[config.mk]
export PLATFORM = sky130hd
export DESIGN_NAME = pcr_command_core
export DESIGN_NICKNAME = d
export VERILOG_FILES = /design/src/design/pcr_pkg.sv /design/src/design/pcr_command_core.sv
export SDC_FILE = /design/constraint.sdc
export NUM_CORES = 1
export LEC_CHECK = 0
export ABC_AREA = 1
export BUFFER_PORTS_ARGS = -buffer_cell sky130_fd_sc_hd__buf_2
export CAP_MARGIN = 20
export CORE_MARGIN = 2
export CORE_UTILIZATION = 40
export DETAILED_ROUTE_END_ITERATION = 7
export PLACE_DENSITY = 0.56
export SYNTH_ARGS = -nofsm -noshare
export SYNTH_HDL_FRONTEND = slang
export SYNTH_SLANG_ARGS = --single-unit
[constraint.sdc]
create_clock -name ref_clk_i -period 2 [get_ports ref_clk_i]
set_input_delay 0.4 -clock ref_clk_i [delete_from_list [all_inputs] [get_ports ref_clk_i]]
set_output_delay 0.4 -clock ref_clk_i [all_outputs]
set_load 0.05 [all_outputs]
[src/design/pcr_pkg.sv]
package pcr_pkg;

	// command / status dword in config space
	localparam logic [9:0] PCR_CMD_DW_IDX = 10'h001;
	localparam logic [11:0] PCR_CMD_OFFSET = 12'h004;
	localparam logic [11:0] PCR_STATUS_OFFSET = 12'h006;
	localparam int PCR_REG_W = 16;

	// command bit positions
	localparam int PCR_CMD_IO_EN = 0;
	localparam int PCR_CMD_MEM_EN = 1;
	localparam int PCR_CMD_BUS_MASTER = 2;
	localparam int PCR_CMD_PERR_RESP = 6;
	localparam int PCR_CMD_SERR_EN = 8;
	localparam int PCR_CMD_INTX_DIS = 10;

	// writable command bits; all others read as zero
	localparam logic [15:0] PCR_CMD_WMASK = 16'h0547;
	localparam logic [15:0] PCR_CMD_RESET = 16'h0000;

	// status bit positions
	localparam int PCR_STS_CAP_LIST = 4;
	localparam int PCR_STS_MDPE = 8;
	localparam int PCR_STS_SSE = 14;
	localparam logic [15:0] PCR_STS_FIXED = 16'h0010;

	// strap settle count after reset release
	localparam logic [1:0] PCR_STRAP_SETTLE = 2'h3;

	// receive buffer
	localparam int PCR_DATA_W = 32;
	localparam int PCR_FIFO_DEPTH = 16;

endpackage : pcr_pkg

[src/design/pcr_command_core.sv]
`timescale 1ns/1ps
`default_nettype none

////////////////////////////////////////////////////////////////////////////////
// generic fifo with registered head and registered ready
module pcr_fifo #(
	parameter int WIDTH = 32,
	parameter int DEPTH = 16
) (
	// clock and reset
	input wire logic clk_i,
	input wire logic rst_i,
	// fill side
	input wire logic in_valid_i,
	output logic in_ready_o,
	input wire logic [WIDTH-1:0] in_data_i,
	// drain side
	output logic out_valid_o,
	input wire logic out_ready_i,
	output logic [WIDTH-1:0] out_data_o
);
	localparam int PW = (DEPTH > 1) ? $clog2(DEPTH) : 1;
	localparam int CW = $clog2(DEPTH + 1);
	localparam logic [CW-1:0] DEPTH_C = CW'(DEPTH);
	localparam logic [PW-1:0] LAST_C = PW'(DEPTH - 1);

	typedef struct packed {
		logic [DEPTH-1:0][WIDTH-1:0] mem;
		logic [PW-1:0] wr;
		logic [PW-1:0] rd;
		logic [CW-1:0] cnt;
		logic in_rdy;
		logic out_valid;
		logic [WIDTH-1:0] out_data;
	} pcr_fifo_s;

	pcr_fifo_s st_reg;
	pcr_fifo_s st_next;

	function automatic logic [PW-1:0] ptr_inc(input logic [PW-1:0] p);
		return (p == LAST_C) ? '0 : p + 1'b1;
	endfunction : ptr_inc

	always_comb begin
		st_next = st_reg;
		if (st_reg.out_valid && out_ready_i) begin
			st_next.out_valid = 1'b0;
		end
		// refill head from storage
		if (!st_next.out_valid && st_reg.cnt != '0) begin
			st_next.out_data = st_reg.mem[st_reg.rd];
			st_next.out_valid = 1'b1;
			st_next.rd = ptr_inc(st_reg.rd);
			st_next.cnt = st_next.cnt - 1'b1;
		end
		if (in_valid_i && st_reg.in_rdy) begin
			st_next.mem[st_reg.wr] = in_data_i;
			st_next.wr = ptr_inc(st_reg.wr);
			st_next.cnt = st_next.cnt + 1'b1;
		end
		st_next.in_rdy = (st_next.cnt < DEPTH_C);
	end

	always_ff @(posedge clk_i) begin
		if (rst_i) begin
			st_reg <= '0;
		end else begin
			st_reg <= st_next;
		end
	end

	assign in_ready_o = st_reg.in_rdy;
	assign out_valid_o = st_reg.out_valid;
	assign out_data_o = st_reg.out_data;

endmodule : pcr_fifo

////////////////////////////////////////////////////////////////////////////////
module pcr_command_core
	import pcr_pkg::*;
#(
	parameter int DATA_W = PCR_DATA_W,
	parameter int FIFO_DEPTH = PCR_FIFO_DEPTH
) (
	// clock and reset
	input wire logic ref_clk_i,
	input wire logic sys_rst_i,
	// mode strap, high selects root port
	input wire logic root_port_i,
	output logic root_mode_o,
	output logic mode_valid_o,
	// configuration requests from the link
	input wire logic cfg_wr_i,
	input wire logic cfg_rd_i,
	input wire logic [9:0] cfg_dw_addr_i,
	input wire logic [3:0] cfg_be_i,
	input wire logic [31:0] cfg_wdata_i,
	output logic [31:0] cfg_rdata_o,
	output logic cfg_rd_ack_o,
	output logic [15:0] cmd_o,
	// device control input
	input wire logic ur_report_en_i,
	// inbound requests from the link
	input wire logic rx_valid_i,
	output logic rx_ready_o,
	input wire logic [DATA_W-1:0] rx_data_i,
	input wire logic rx_io_i,
	input wire logic rx_mem_i,
	input wire logic rx_np_i,
	input wire logic rx_bar_match_i,
	// inbound requests to the user
	output logic usr_rx_valid_o,
	input wire logic usr_rx_ready_i,
	output logic [DATA_W-1:0] usr_rx_data_o,
	output logic usr_rx_bar_hit_o,
	// unsupported request answers
	output logic cpl_ur_o,
	output logic ur_status_set_o,
	// outbound stream from the user
	input wire logic usr_tx_valid_i,
	output logic usr_tx_ready_o,
	input wire logic [DATA_W-1:0] usr_tx_data_i,
	// outbound stream to the link
	output logic tx_valid_o,
	input wire logic tx_ready_i,
	output logic [DATA_W-1:0] tx_data_o,
	// error reporting
	input wire logic err_fatal_i,
	input wire logic err_nonfatal_i,
	input wire logic int_err_i,
	input wire logic int_err_fatal_i,
	input wire logic poison_cpl_rx_i,
	input wire logic poison_wr_tx_i,
	output logic err_msg_o,
	output logic err_msg_fatal_o,
	output logic msg_ind_o,
	output logic msg_ind_fatal_o,
	// legacy interrupt
	input wire logic intx_req_i,
	output logic intx_msg_o
);

	typedef struct packed {
		logic strap_s1;
		logic strap_s2;
		logic [1:0] settle;
		logic locked;
		logic root;
		logic [15:0] cmd;
		logic mdpe;
		logic sse;
		logic [31:0] rdata;
		logic rd_ack;
		logic cpl_ur;
		logic ur_set;
		logic tx_valid;
		logic [DATA_W-1:0] tx_data;
		logic tx_rdy;
		logic err_msg;
		logic err_fatal;
		logic msg_ind;
		logic msg_fatal;
		logic intx;
	} pcr_core_s;

	pcr_core_s st_reg;
	pcr_core_s st_next;

	logic fifo_in_ready;
	logic fifo_push;
	logic [DATA_W:0] fifo_in_data;
	logic [DATA_W:0] fifo_out_data;

	// byte-lane merge for a 16-bit half
	function automatic logic [15:0] lane_merge(
		input logic [15:0] old_v,
		input logic [15:0] new_v,
		input logic [1:0] be
	);
		logic [15:0] r;
		r = old_v;
		if (be[0]) begin
			r[7:0] = new_v[7:0];
		end
		if (be[1]) begin
			r[15:8] = new_v[15:8];
		end
		return r;
	endfunction : lane_merge

	////////////////////////////////////////////////////////////////////////////
	// combinational next state
	logic cmd_hit;
	logic rx_take;
	logic bar_hit;
	logic target_ok;
	logic err_req;
	logic err_req_fatal;
	logic [15:0] status_v;

	always_comb begin
		st_next = st_reg;
		cmd_hit = (cfg_dw_addr_i == PCR_CMD_DW_IDX);
		status_v = PCR_STS_FIXED;
		status_v[PCR_STS_MDPE] = st_reg.mdpe;
		status_v[PCR_STS_SSE] = st_reg.sse;

		st_next.strap_s1 = root_port_i;
		st_next.strap_s2 = st_reg.strap_s1;
		if (!st_reg.locked) begin
			st_next.root = st_reg.strap_s2;
			if (st_reg.settle == PCR_STRAP_SETTLE) begin
				st_next.locked = 1'b1;
			end else begin
				st_next.settle = st_reg.settle + 1'b1;
			end
		end

		if (cfg_wr_i && cmd_hit) begin
			st_next.cmd = lane_merge(st_reg.cmd, cfg_wdata_i[15:0], cfg_be_i[1:0])
				& PCR_CMD_WMASK;
		end

		st_next.rd_ack = cfg_rd_i;
		st_next.rdata = '0;
		if (cfg_rd_i && cmd_hit) begin
			st_next.rdata = {status_v, st_reg.cmd};
		end

		// status clears first so a same-cycle set wins
		if (cfg_wr_i && cmd_hit && cfg_be_i[3]) begin
			if (cfg_wdata_i[PCR_REG_W + PCR_STS_MDPE]) begin
				st_next.mdpe = 1'b0;
			end
			if (cfg_wdata_i[PCR_REG_W + PCR_STS_SSE]) begin
				st_next.sse = 1'b0;
			end
		end

		// parity status gated by response enable
		if (st_reg.cmd[PCR_CMD_PERR_RESP]
			&& (poison_cpl_rx_i || (poison_wr_tx_i && !st_reg.root))) begin
			st_next.mdpe = 1'b1;
		end

		// error message generation
		err_req = err_fatal_i || err_nonfatal_i || (st_reg.root && int_err_i);
		err_req_fatal = err_fatal_i || (st_reg.root && int_err_i && int_err_fatal_i);
		st_next.err_msg = 1'b0;
		st_next.err_fatal = 1'b0;
		// enable gates messages from report port or internal
		if (st_reg.locked && err_req && st_reg.cmd[PCR_CMD_SERR_EN]) begin
			st_next.err_msg = 1'b1;
			st_next.err_fatal = err_req_fatal;
			st_next.sse = 1'b1;
		end

		// internal errors indicated to user in root mode only, regardless of SERR enable
		st_next.msg_ind = st_reg.locked && st_reg.root && int_err_i;
		st_next.msg_fatal = st_reg.locked && st_reg.root && int_err_i && int_err_fatal_i;

		// legacy interrupt only in endpoint mode
		st_next.intx = st_reg.locked && !st_reg.root && intx_req_i
			&& !st_reg.cmd[PCR_CMD_INTX_DIS];

		// inbound target requests
		rx_take = st_reg.locked && rx_valid_i && fifo_in_ready;
		bar_hit = rx_bar_match_i
			&& ((rx_io_i && st_reg.cmd[PCR_CMD_IO_EN])
			|| (rx_mem_i && st_reg.cmd[PCR_CMD_MEM_EN]));
		// bus master gates upstream targets in root mode
		target_ok = st_reg.root
			? (st_reg.cmd[PCR_CMD_BUS_MASTER] || !(rx_io_i || rx_mem_i))
			: bar_hit;
		fifo_push = rx_take && target_ok;
		st_next.cpl_ur = rx_take && !target_ok && rx_np_i;
		st_next.ur_set = rx_take && !target_ok && ur_report_en_i;

		if (st_reg.tx_valid && tx_ready_i) begin
			st_next.tx_valid = 1'b0;
		end
		if (usr_tx_valid_i && st_reg.tx_rdy) begin
			st_next.tx_valid = 1'b1;
			st_next.tx_data = usr_tx_data_i;
		end
		st_next.tx_rdy = !st_next.tx_valid;
	end

	assign fifo_in_data = {bar_hit, rx_data_i};

	////////////////////////////////////////////////////////////////////////////
	// state register
	always_ff @(posedge ref_clk_i) begin
		if (sys_rst_i) begin
			st_reg <= '0;
			st_reg.cmd <= PCR_CMD_RESET;
		end else begin
			st_reg <= st_next;
		end
	end

	////////////////////////////////////////////////////////////////////////////
	// receive buffer toward the user, held empty until mode locks
	pcr_fifo #(
		.WIDTH(DATA_W + 1),
		.DEPTH(FIFO_DEPTH)
	) u_rx_fifo (
		.clk_i(ref_clk_i),
		.rst_i(sys_rst_i || !st_reg.locked),
		.in_valid_i(fifo_push),
		.in_ready_o(fifo_in_ready),
		.in_data_i(fifo_in_data),
		.out_valid_o(usr_rx_valid_o),
		.out_ready_i(usr_rx_ready_i),
		.out_data_o(fifo_out_data)
	);

	////////////////////////////////////////////////////////////////////////////
	// outputs
	assign rx_ready_o = fifo_in_ready;
	assign usr_rx_data_o = fifo_out_data[DATA_W-1:0];
	assign usr_rx_bar_hit_o = fifo_out_data[DATA_W];
	assign root_mode_o = st_reg.root;
	assign mode_valid_o = st_reg.locked;
	assign cfg_rdata_o = st_reg.rdata;
	assign cfg_rd_ack_o = st_reg.rd_ack;
	assign cmd_o = st_reg.cmd;
	assign cpl_ur_o = st_reg.cpl_ur;
	assign ur_status_set_o = st_reg.ur_set;
	assign tx_valid_o = st_reg.tx_valid;
	assign tx_data_o = st_reg.tx_data;
	assign usr_tx_ready_o = st_reg.tx_rdy;
	assign err_msg_o = st_reg.err_msg;
	assign err_msg_fatal_o = st_reg.err_fatal;
	assign msg_ind_o = st_reg.msg_ind;
	assign msg_ind_fatal_o = st_reg.msg_fatal;
	assign intx_msg_o = st_reg.intx;

endmodule : pcr_command_core

`default_nettype wire

==> results of run 1 <==
-- layer usage --
layer,global-route usage (%),share of wire (%)
met5,0,0.012
met4,6.39,2.1
met3,4.09,5.9
met2,38.9,45
met1,34.9,47
-- how the worst max path moves through the flow --
stage                                                  from                                     to  slack [ns]
after floorplan                     mode_valid_o$_SDFF_PP0_     u_rx_fifo.st_reg[482]$_SDFFE_PP0P_        0.04
after global placement                             rx_mem_i     u_rx_fifo.st_reg[264]$_SDFFE_PP0P_        0.11
after detailed placement                           rx_mem_i     u_rx_fifo.st_reg[264]$_SDFFE_PP0P_        0.08
after CTS                   u_rx_fifo.st_reg[35]$_SDFF_PP0_  u_rx_fifo.out_data_o[31]$_SDFFE_PP0N_         0.1
after global routing       u_rx_fifo.out_valid_o$_SDFF_PP0_        u_rx_fifo.in_ready_o$_SDFF_PP0_       0.005
final                     u_rx_fifo.st_reg[46]$_SDFFE_PP0P_     u_rx_fifo.st_reg[212]$_SDFFE_PP0P_        0.15
-- cell families (layout without fill, tap and decap cells) --
family	Yosys count	after routing	share of synthesized area, %
compound gates	1547	1547	28.1
buf+inv	840	867	13.1
simple gates	814	814	12.3
flops	641	641	46.1
fa+ha+maj	7	7	0.315
xor+xnor	2	2	0.0629
other cells	1	35	0.0135
-- cell usage after synthesis (all sizes together) --
| master | n |
|---|---|
| o211ai | 2 |
| o22ai | 34 |
| nor2 | 261 |
| nor3b | 1 |
| and3 | 1 |
| conb | 1 |
| dfxtp | 641 |
| clkbuf | 241 |
| xor2 | 2 |
| nand3 | 184 |
| a211oi | 7 |
| o21a | 1 |
| or2 | 1 |
| nand4 | 4 |
| nand2 | 348 |
| a21oi | 757 |
| ha | 7 |
| o21ai | 746 |
| nand3b | 2 |
| nor3 | 12 |
| buf | 198 |
| clkinv | 3 |
| inv | 398 |
-- through the flow --
step,worst slack (ns),hold slack [ns]
2_1_floorplan,0.0377,0.388
3_3_place_gp,0.110,0.411
3_5_place_dp,0.0843,0.412
4_1_cts,0.0972,0.000576
5_1_grt,0.00526,0.0186
6_report,0.150,0.0217
-- power by group --
group	total, mW	switching [mW]	leakage [nW]	internal, mW
registers	12.9	0.0407	5.17	12.8
clock network	13.5	5.50	1.19	7.96
logic	1.73	1.28	4.31	0.453
-- final cells by class --
type                       instances  area, µm²
clock buffer                     114       2190
clock inverter                    18        218
fill                            6992      36500
antenna                            2       5.00
multi-input combinational       2403      11500
timing repair buffer             334       2740
tap                              931       1160
inverter                         401       1510
sequential                       641      12800
-- tightest hold or removal path, stage by stage --
cell     delay, ns
buf_2         0.07
o21ai_0       0.07
nor2_1        0.07
-- what timing repair did --
action                     CTS  global route
hold buffers                 7             0
setup endpoints to repair    0             7
gates resized for setup      0             1
hold endpoints to repair     7             0
==> reports/metrics.cfg, run 1 <==
[die]
rows = 96
die_height_um = 268
die_w_um = 268
design.die.area_um2 = 71700
io_pins = 258
initial_utilization_pct = 40.5
core_area_um2 = 68700

[clock_tree]
cts_tree = yes
cts.reportedPaths.clkPinSlew_ns = 0.06
cts_sinks = 641
cts_inserted_buffers = 73
clock_latency_ns = 0.63
h-tree-depth = 3
root_buffer = clkbuf_16
cts_setup_buffers = 0
clockBufferDepth = 3

[min_path]
min_to = tx_data_o[14]$_SDFFE_PP0P_
hold_path_class = input pin to flop
hold_start = usr_tx_data_i[14]
hold_depth = 3

[critical_path]
critPathTopFamily = simple AND/OR/NAND/NOR gates
crit_chain = inv_2 -> nor2_2 -> inv_2 -> nor3_4 -> buf_12 -> o21ai_0 -> a21oi_1
crit_type = flop to flop
cp_slowest_stage_delay_ns = 0.49
cp_num_buf_inv = 3
r2r_cells = 7
timing.rr.start = u_rx_fifo.st_reg[46]$_SDFFE_PP0P_
start_kind = flop
crit_arrival_ns = 2.38
crit_fanout = 27
crit_path_frequent_cell = inv_2
rrSetupSlack_ns = 0.15
cp.depth = 7
crit_path_end_kind = flop
r2r-end = u_rx_fifo.st_reg[212]$_SDFFE_PP0P_
crit_slowest_cell = dfxtp_1
cp.required_ns = 2.53

[drt]
avgRoutedWirePerCell_um = 18.6
drc = 0
routed_wl_um = 89900
ant_nets = 0
vias = 25100
first_pass_iters = 6
vias_per_cell = 5.18
drt-initial-drc-count = 2170

[synth]
ys_seq_area_share_pct = 46.1
synth_area_leaders = dfxtp_1 46%, a21oi_1 14%, o21ai_0 13%
yosysUniqueCellTypes = 36
syn_area_per_cell_um2 = 7.23
netlist.area_leader.share_pct = 46.1
syn_inst = 3852
synth_warnings = 0
syn_area_um2 = 27800
ys_ff_latch = 641
yosysTopAreaCell = dfxtp_1

[final_layout]
drive_gt1_share_pct = 12.4
largest_reg_flops = 541
fin_nets = 3992
stdcell_count = 4844
post-route-cell-area_um2 = 32200
area_growth_pct = 15.8
postLayoutCoreUtil_pct = 46.9
most-common-layout-cells = 756 x a21oi_1, 703 x o21ai_0, 638 x dfxtp_1
final_common_cell = a21oi_1

[global_routing]
antenna_found_initial = 10
overflow = 0
grt_pass1_wl_um = 137000
grt_max_degree = 96
grt_pass1_vias = 22700
track_usage_pct = 24.6

[power]
p_total_mw = 28.1
powerDensity_nw_per_um2 = 871
p_leak_nw = 10.7
max-vdd-ir-drop_mv = 0.565

[placed_design]
hpwl_um = 54800
io_buffers = 199
dp.cells = 4703
place_area_um2 = 29700
gp_congestion = 0.823

[timing]
rsz0062_at_grt = false
finalSetupViolCount = 0
finalHoldViolCount = 0
finalCritPeriodShare_pct = 92.5
worst-slew-pin-transition_ns = 0.697
finalSetupTns_ns = 0
skew_ns = 0.0413
slew_headroom_pct = 53.5
drv_slew = 0
finalCriticalPeriod_ns = 1.85
max_freq_ghz = 0.541

[flow_run]
cap_violations = 0

[run_status]
status = complete, no violations

Power figures use the tool's default switching activity.
==> run 2, diff against run 1 <==
MAX_ROUTING_LAYER = met4   (was unset)
==> run 2 against run 1 <==
Compared with the run above: critical path depth unchanged; worst hold slack worse by 0.0015 ns; worst setup slack better by 0.0061 ns; die area did not move; critical path type unchanged; critical endpoint unchanged; largest cell class unchanged; largest power group unchanged; highest routed layer is now met4.
==> reports/metrics.cfg, run 2 (synthesis results as in run 1) <==
[run_status]
status = complete, no violations

[power]
p_sw_share_pct = 24.3
intPower_mw = 21.3
max-vdd-ir-drop_mv = 0.565
combPwrFrac_pct = 6.2
p_leak_nw = 10.7
seq_power_share_pct = 45.9
switchingPower_mw = 6.83
p_clk_share_pct = 48.0
powerDensity_nw_per_um2 = 871

[global_routing]
track_usage_pct = 25.4
grtUsageMet2_pct = 38.9
gr-usage-met1_pct = 35.0
antenna_found_initial = 10
grt_max_degree = 96
top_usage_layer = met2
grt_pass1_vias = 22700
use_met3_pct = 4.01
grt_pass1_wl_um = 137000
overflow = 0

[critical_path]
crit_chain = inv_2 -> nor2_2 -> inv_2 -> nor3_4 -> buf_12 -> o21ai_0 -> a21oi_1
crit_arrival_ns = 2.37
crit_fanout = 27
crit_path_frequent_cell = inv_2
cp.required_ns = 2.53
crit_path_end_kind = flop
crit_slowest_cell = dfxtp_1
crit_type = flop to flop
cp_slowest_stage_delay_ns = 0.49
start_kind = flop

[die]
initial_utilization_pct = 40.5
design.die.area_um2 = 71700
io_pins = 258
core_area_um2 = 68700
die_w_um = 268
rows = 96
die_height_um = 268

[flow_run]
cap_violations = 0

[timing]
finalSetupViolCount = 0
finalHoldViolCount = 0
finalCriticalPeriod_ns = 1.84
slew_headroom_pct = 54.0
finalSetupTns_ns = 0
max_freq_ghz = 0.542
rsz0062_at_grt = false
skew_ns = 0.0402
drv_slew = 0
worst-slew-pin-transition_ns = 0.689
finalCritPeriodShare_pct = 92.2

[placed_design]
io_buffers = 199
hpwl_um = 54800
dp.cells = 4703
gp_congestion = 0.836

[clock_tree]
h-tree-depth = 3
cts_sinks = 641
clock_latency_ns = 0.63
clockBufferDepth = 3
cts_setup_buffers = 0
cts_inserted_buffers = 73
cts.reportedPaths.clkPinSlew_ns = 0.06
cts_tree = yes
root_buffer = clkbuf_16

[final_layout]
most-common-layout-cells = 756 x a21oi_1, 703 x o21ai_0, 638 x dfxtp_1
drive_gt1_share_pct = 12.4
postLayoutCoreUtil_pct = 46.9
largest_reg_flops = 541
stdcell_count = 4846
area_growth_pct = 15.8
final_common_cell = a21oi_1
fin_nets = 3992

[drt]
vias = 25000
ant_nets = 0
drt-initial-drc-count = 2213
first_pass_iters = 5
drc = 0
routed_wl_um = 89900
avgRoutedWirePerCell_um = 18.6
vias_per_cell = 5.17

[min_path]
hold_path_class = input pin to flop

==> run 2: changes by cell type in the layout (fill, tap and decap cells not counted) <==
| cell | change |
|---|---|
| diode_2 | +2 |
==> run 2: power by group through the flow <==
stage / sequential (mW) / combinational, mW / clock, mW
2_1_floorplan: 13.2 / 1.19 / 0
3_3_place_gp: 13.2 / 1.70 / 0
3_5_place_dp: 13.2 / 1.71 / 0
4_1_cts: 12.9 / 1.73 / 13.7
5_1_grt: 12.9 / 1.91 / 14.2
6_report: 12.9 / 1.73 / 13.5
==> run 2: final timing paths <==
| kind | startpoint | end | slack [ns] | cells after the start |
|---|---|---|---|---|
| worst min register to register | st_reg[74]$_SDFFE_PP0P_ | cfg_rdata_o[30]$_SDFF_PP0_ | 0.40 | 2 |
| worst min-delay path | usr_tx_data_i[14] | tx_data_o[14]$_SDFFE_PP0P_ | 0.02 | 3 |
| worst max-delay path | u_rx_fifo.st_reg[46]$_SDFFE_PP0P_ | u_rx_fifo.st_reg[212]$_SDFFE_PP0P_ | 0.16 | 7 |
| worst max register to register | u_rx_fifo.st_reg[46]$_SDFFE_PP0P_ | u_rx_fifo.st_reg[212]$_SDFFE_PP0P_ | 0.16 | 7 |
==> run 2: worst max-delay path, delay by kind of cell (launching register included) <==
kind / cells / cell delay, ns
AND/OR/NAND/NOR: 2 / 0.58
flip-flops: 1 / 0.49
buffers and inverters: 3 / 0.46
AO/OA/AOI/OAI: 2 / 0.23
==> run 2: repair_timing <==
action / 4_1_cts / 5_1_grt
resized for setup: 0 / 1
endpoints found under the hold margin: 7 / 0
endpoints found under the setup margin: 0 / 7
hold buffers: 7 / 0
==> run 2: layer usage <==
metal	vias up	routed length, µm	share of wire [%]
li1	12700	-	-
met1	11600	42400	47
met2	623	40300	45
met3	118	5470	6.1
met4	0	1810	2.0
met5	-	0	0
==> run 2: layout make-up <==
class	count	area, µm²
fill	6993	36500
sequential	641	12800
multi-input combinational	2403	11500
timing repair buffer	334	2740
clock buffer	114	2190
inverter	401	1510
tap	931	1160
clock inverter	18	218
antenna	4	10.0
==> run 2: per-stage QoR <==
step / power (mW) / setup slack (ns) / hold WS, ns / instance area (µm²)
after detailed placement: 14.9 / 0.0843 / 0.412 / 29700
after floorplan: 14.4 / 0.0377 / 0.388 / 28000
after global placement: 14.9 / 0.110 / 0.411 / 29700
after CTS: 28.3 / 0.0972 / 0.000576 / 32200
after global routing: 29.0 / 0.00526 / 0.0187 / 32200
final: 28.1 / 0.157 / 0.0202 / 32200
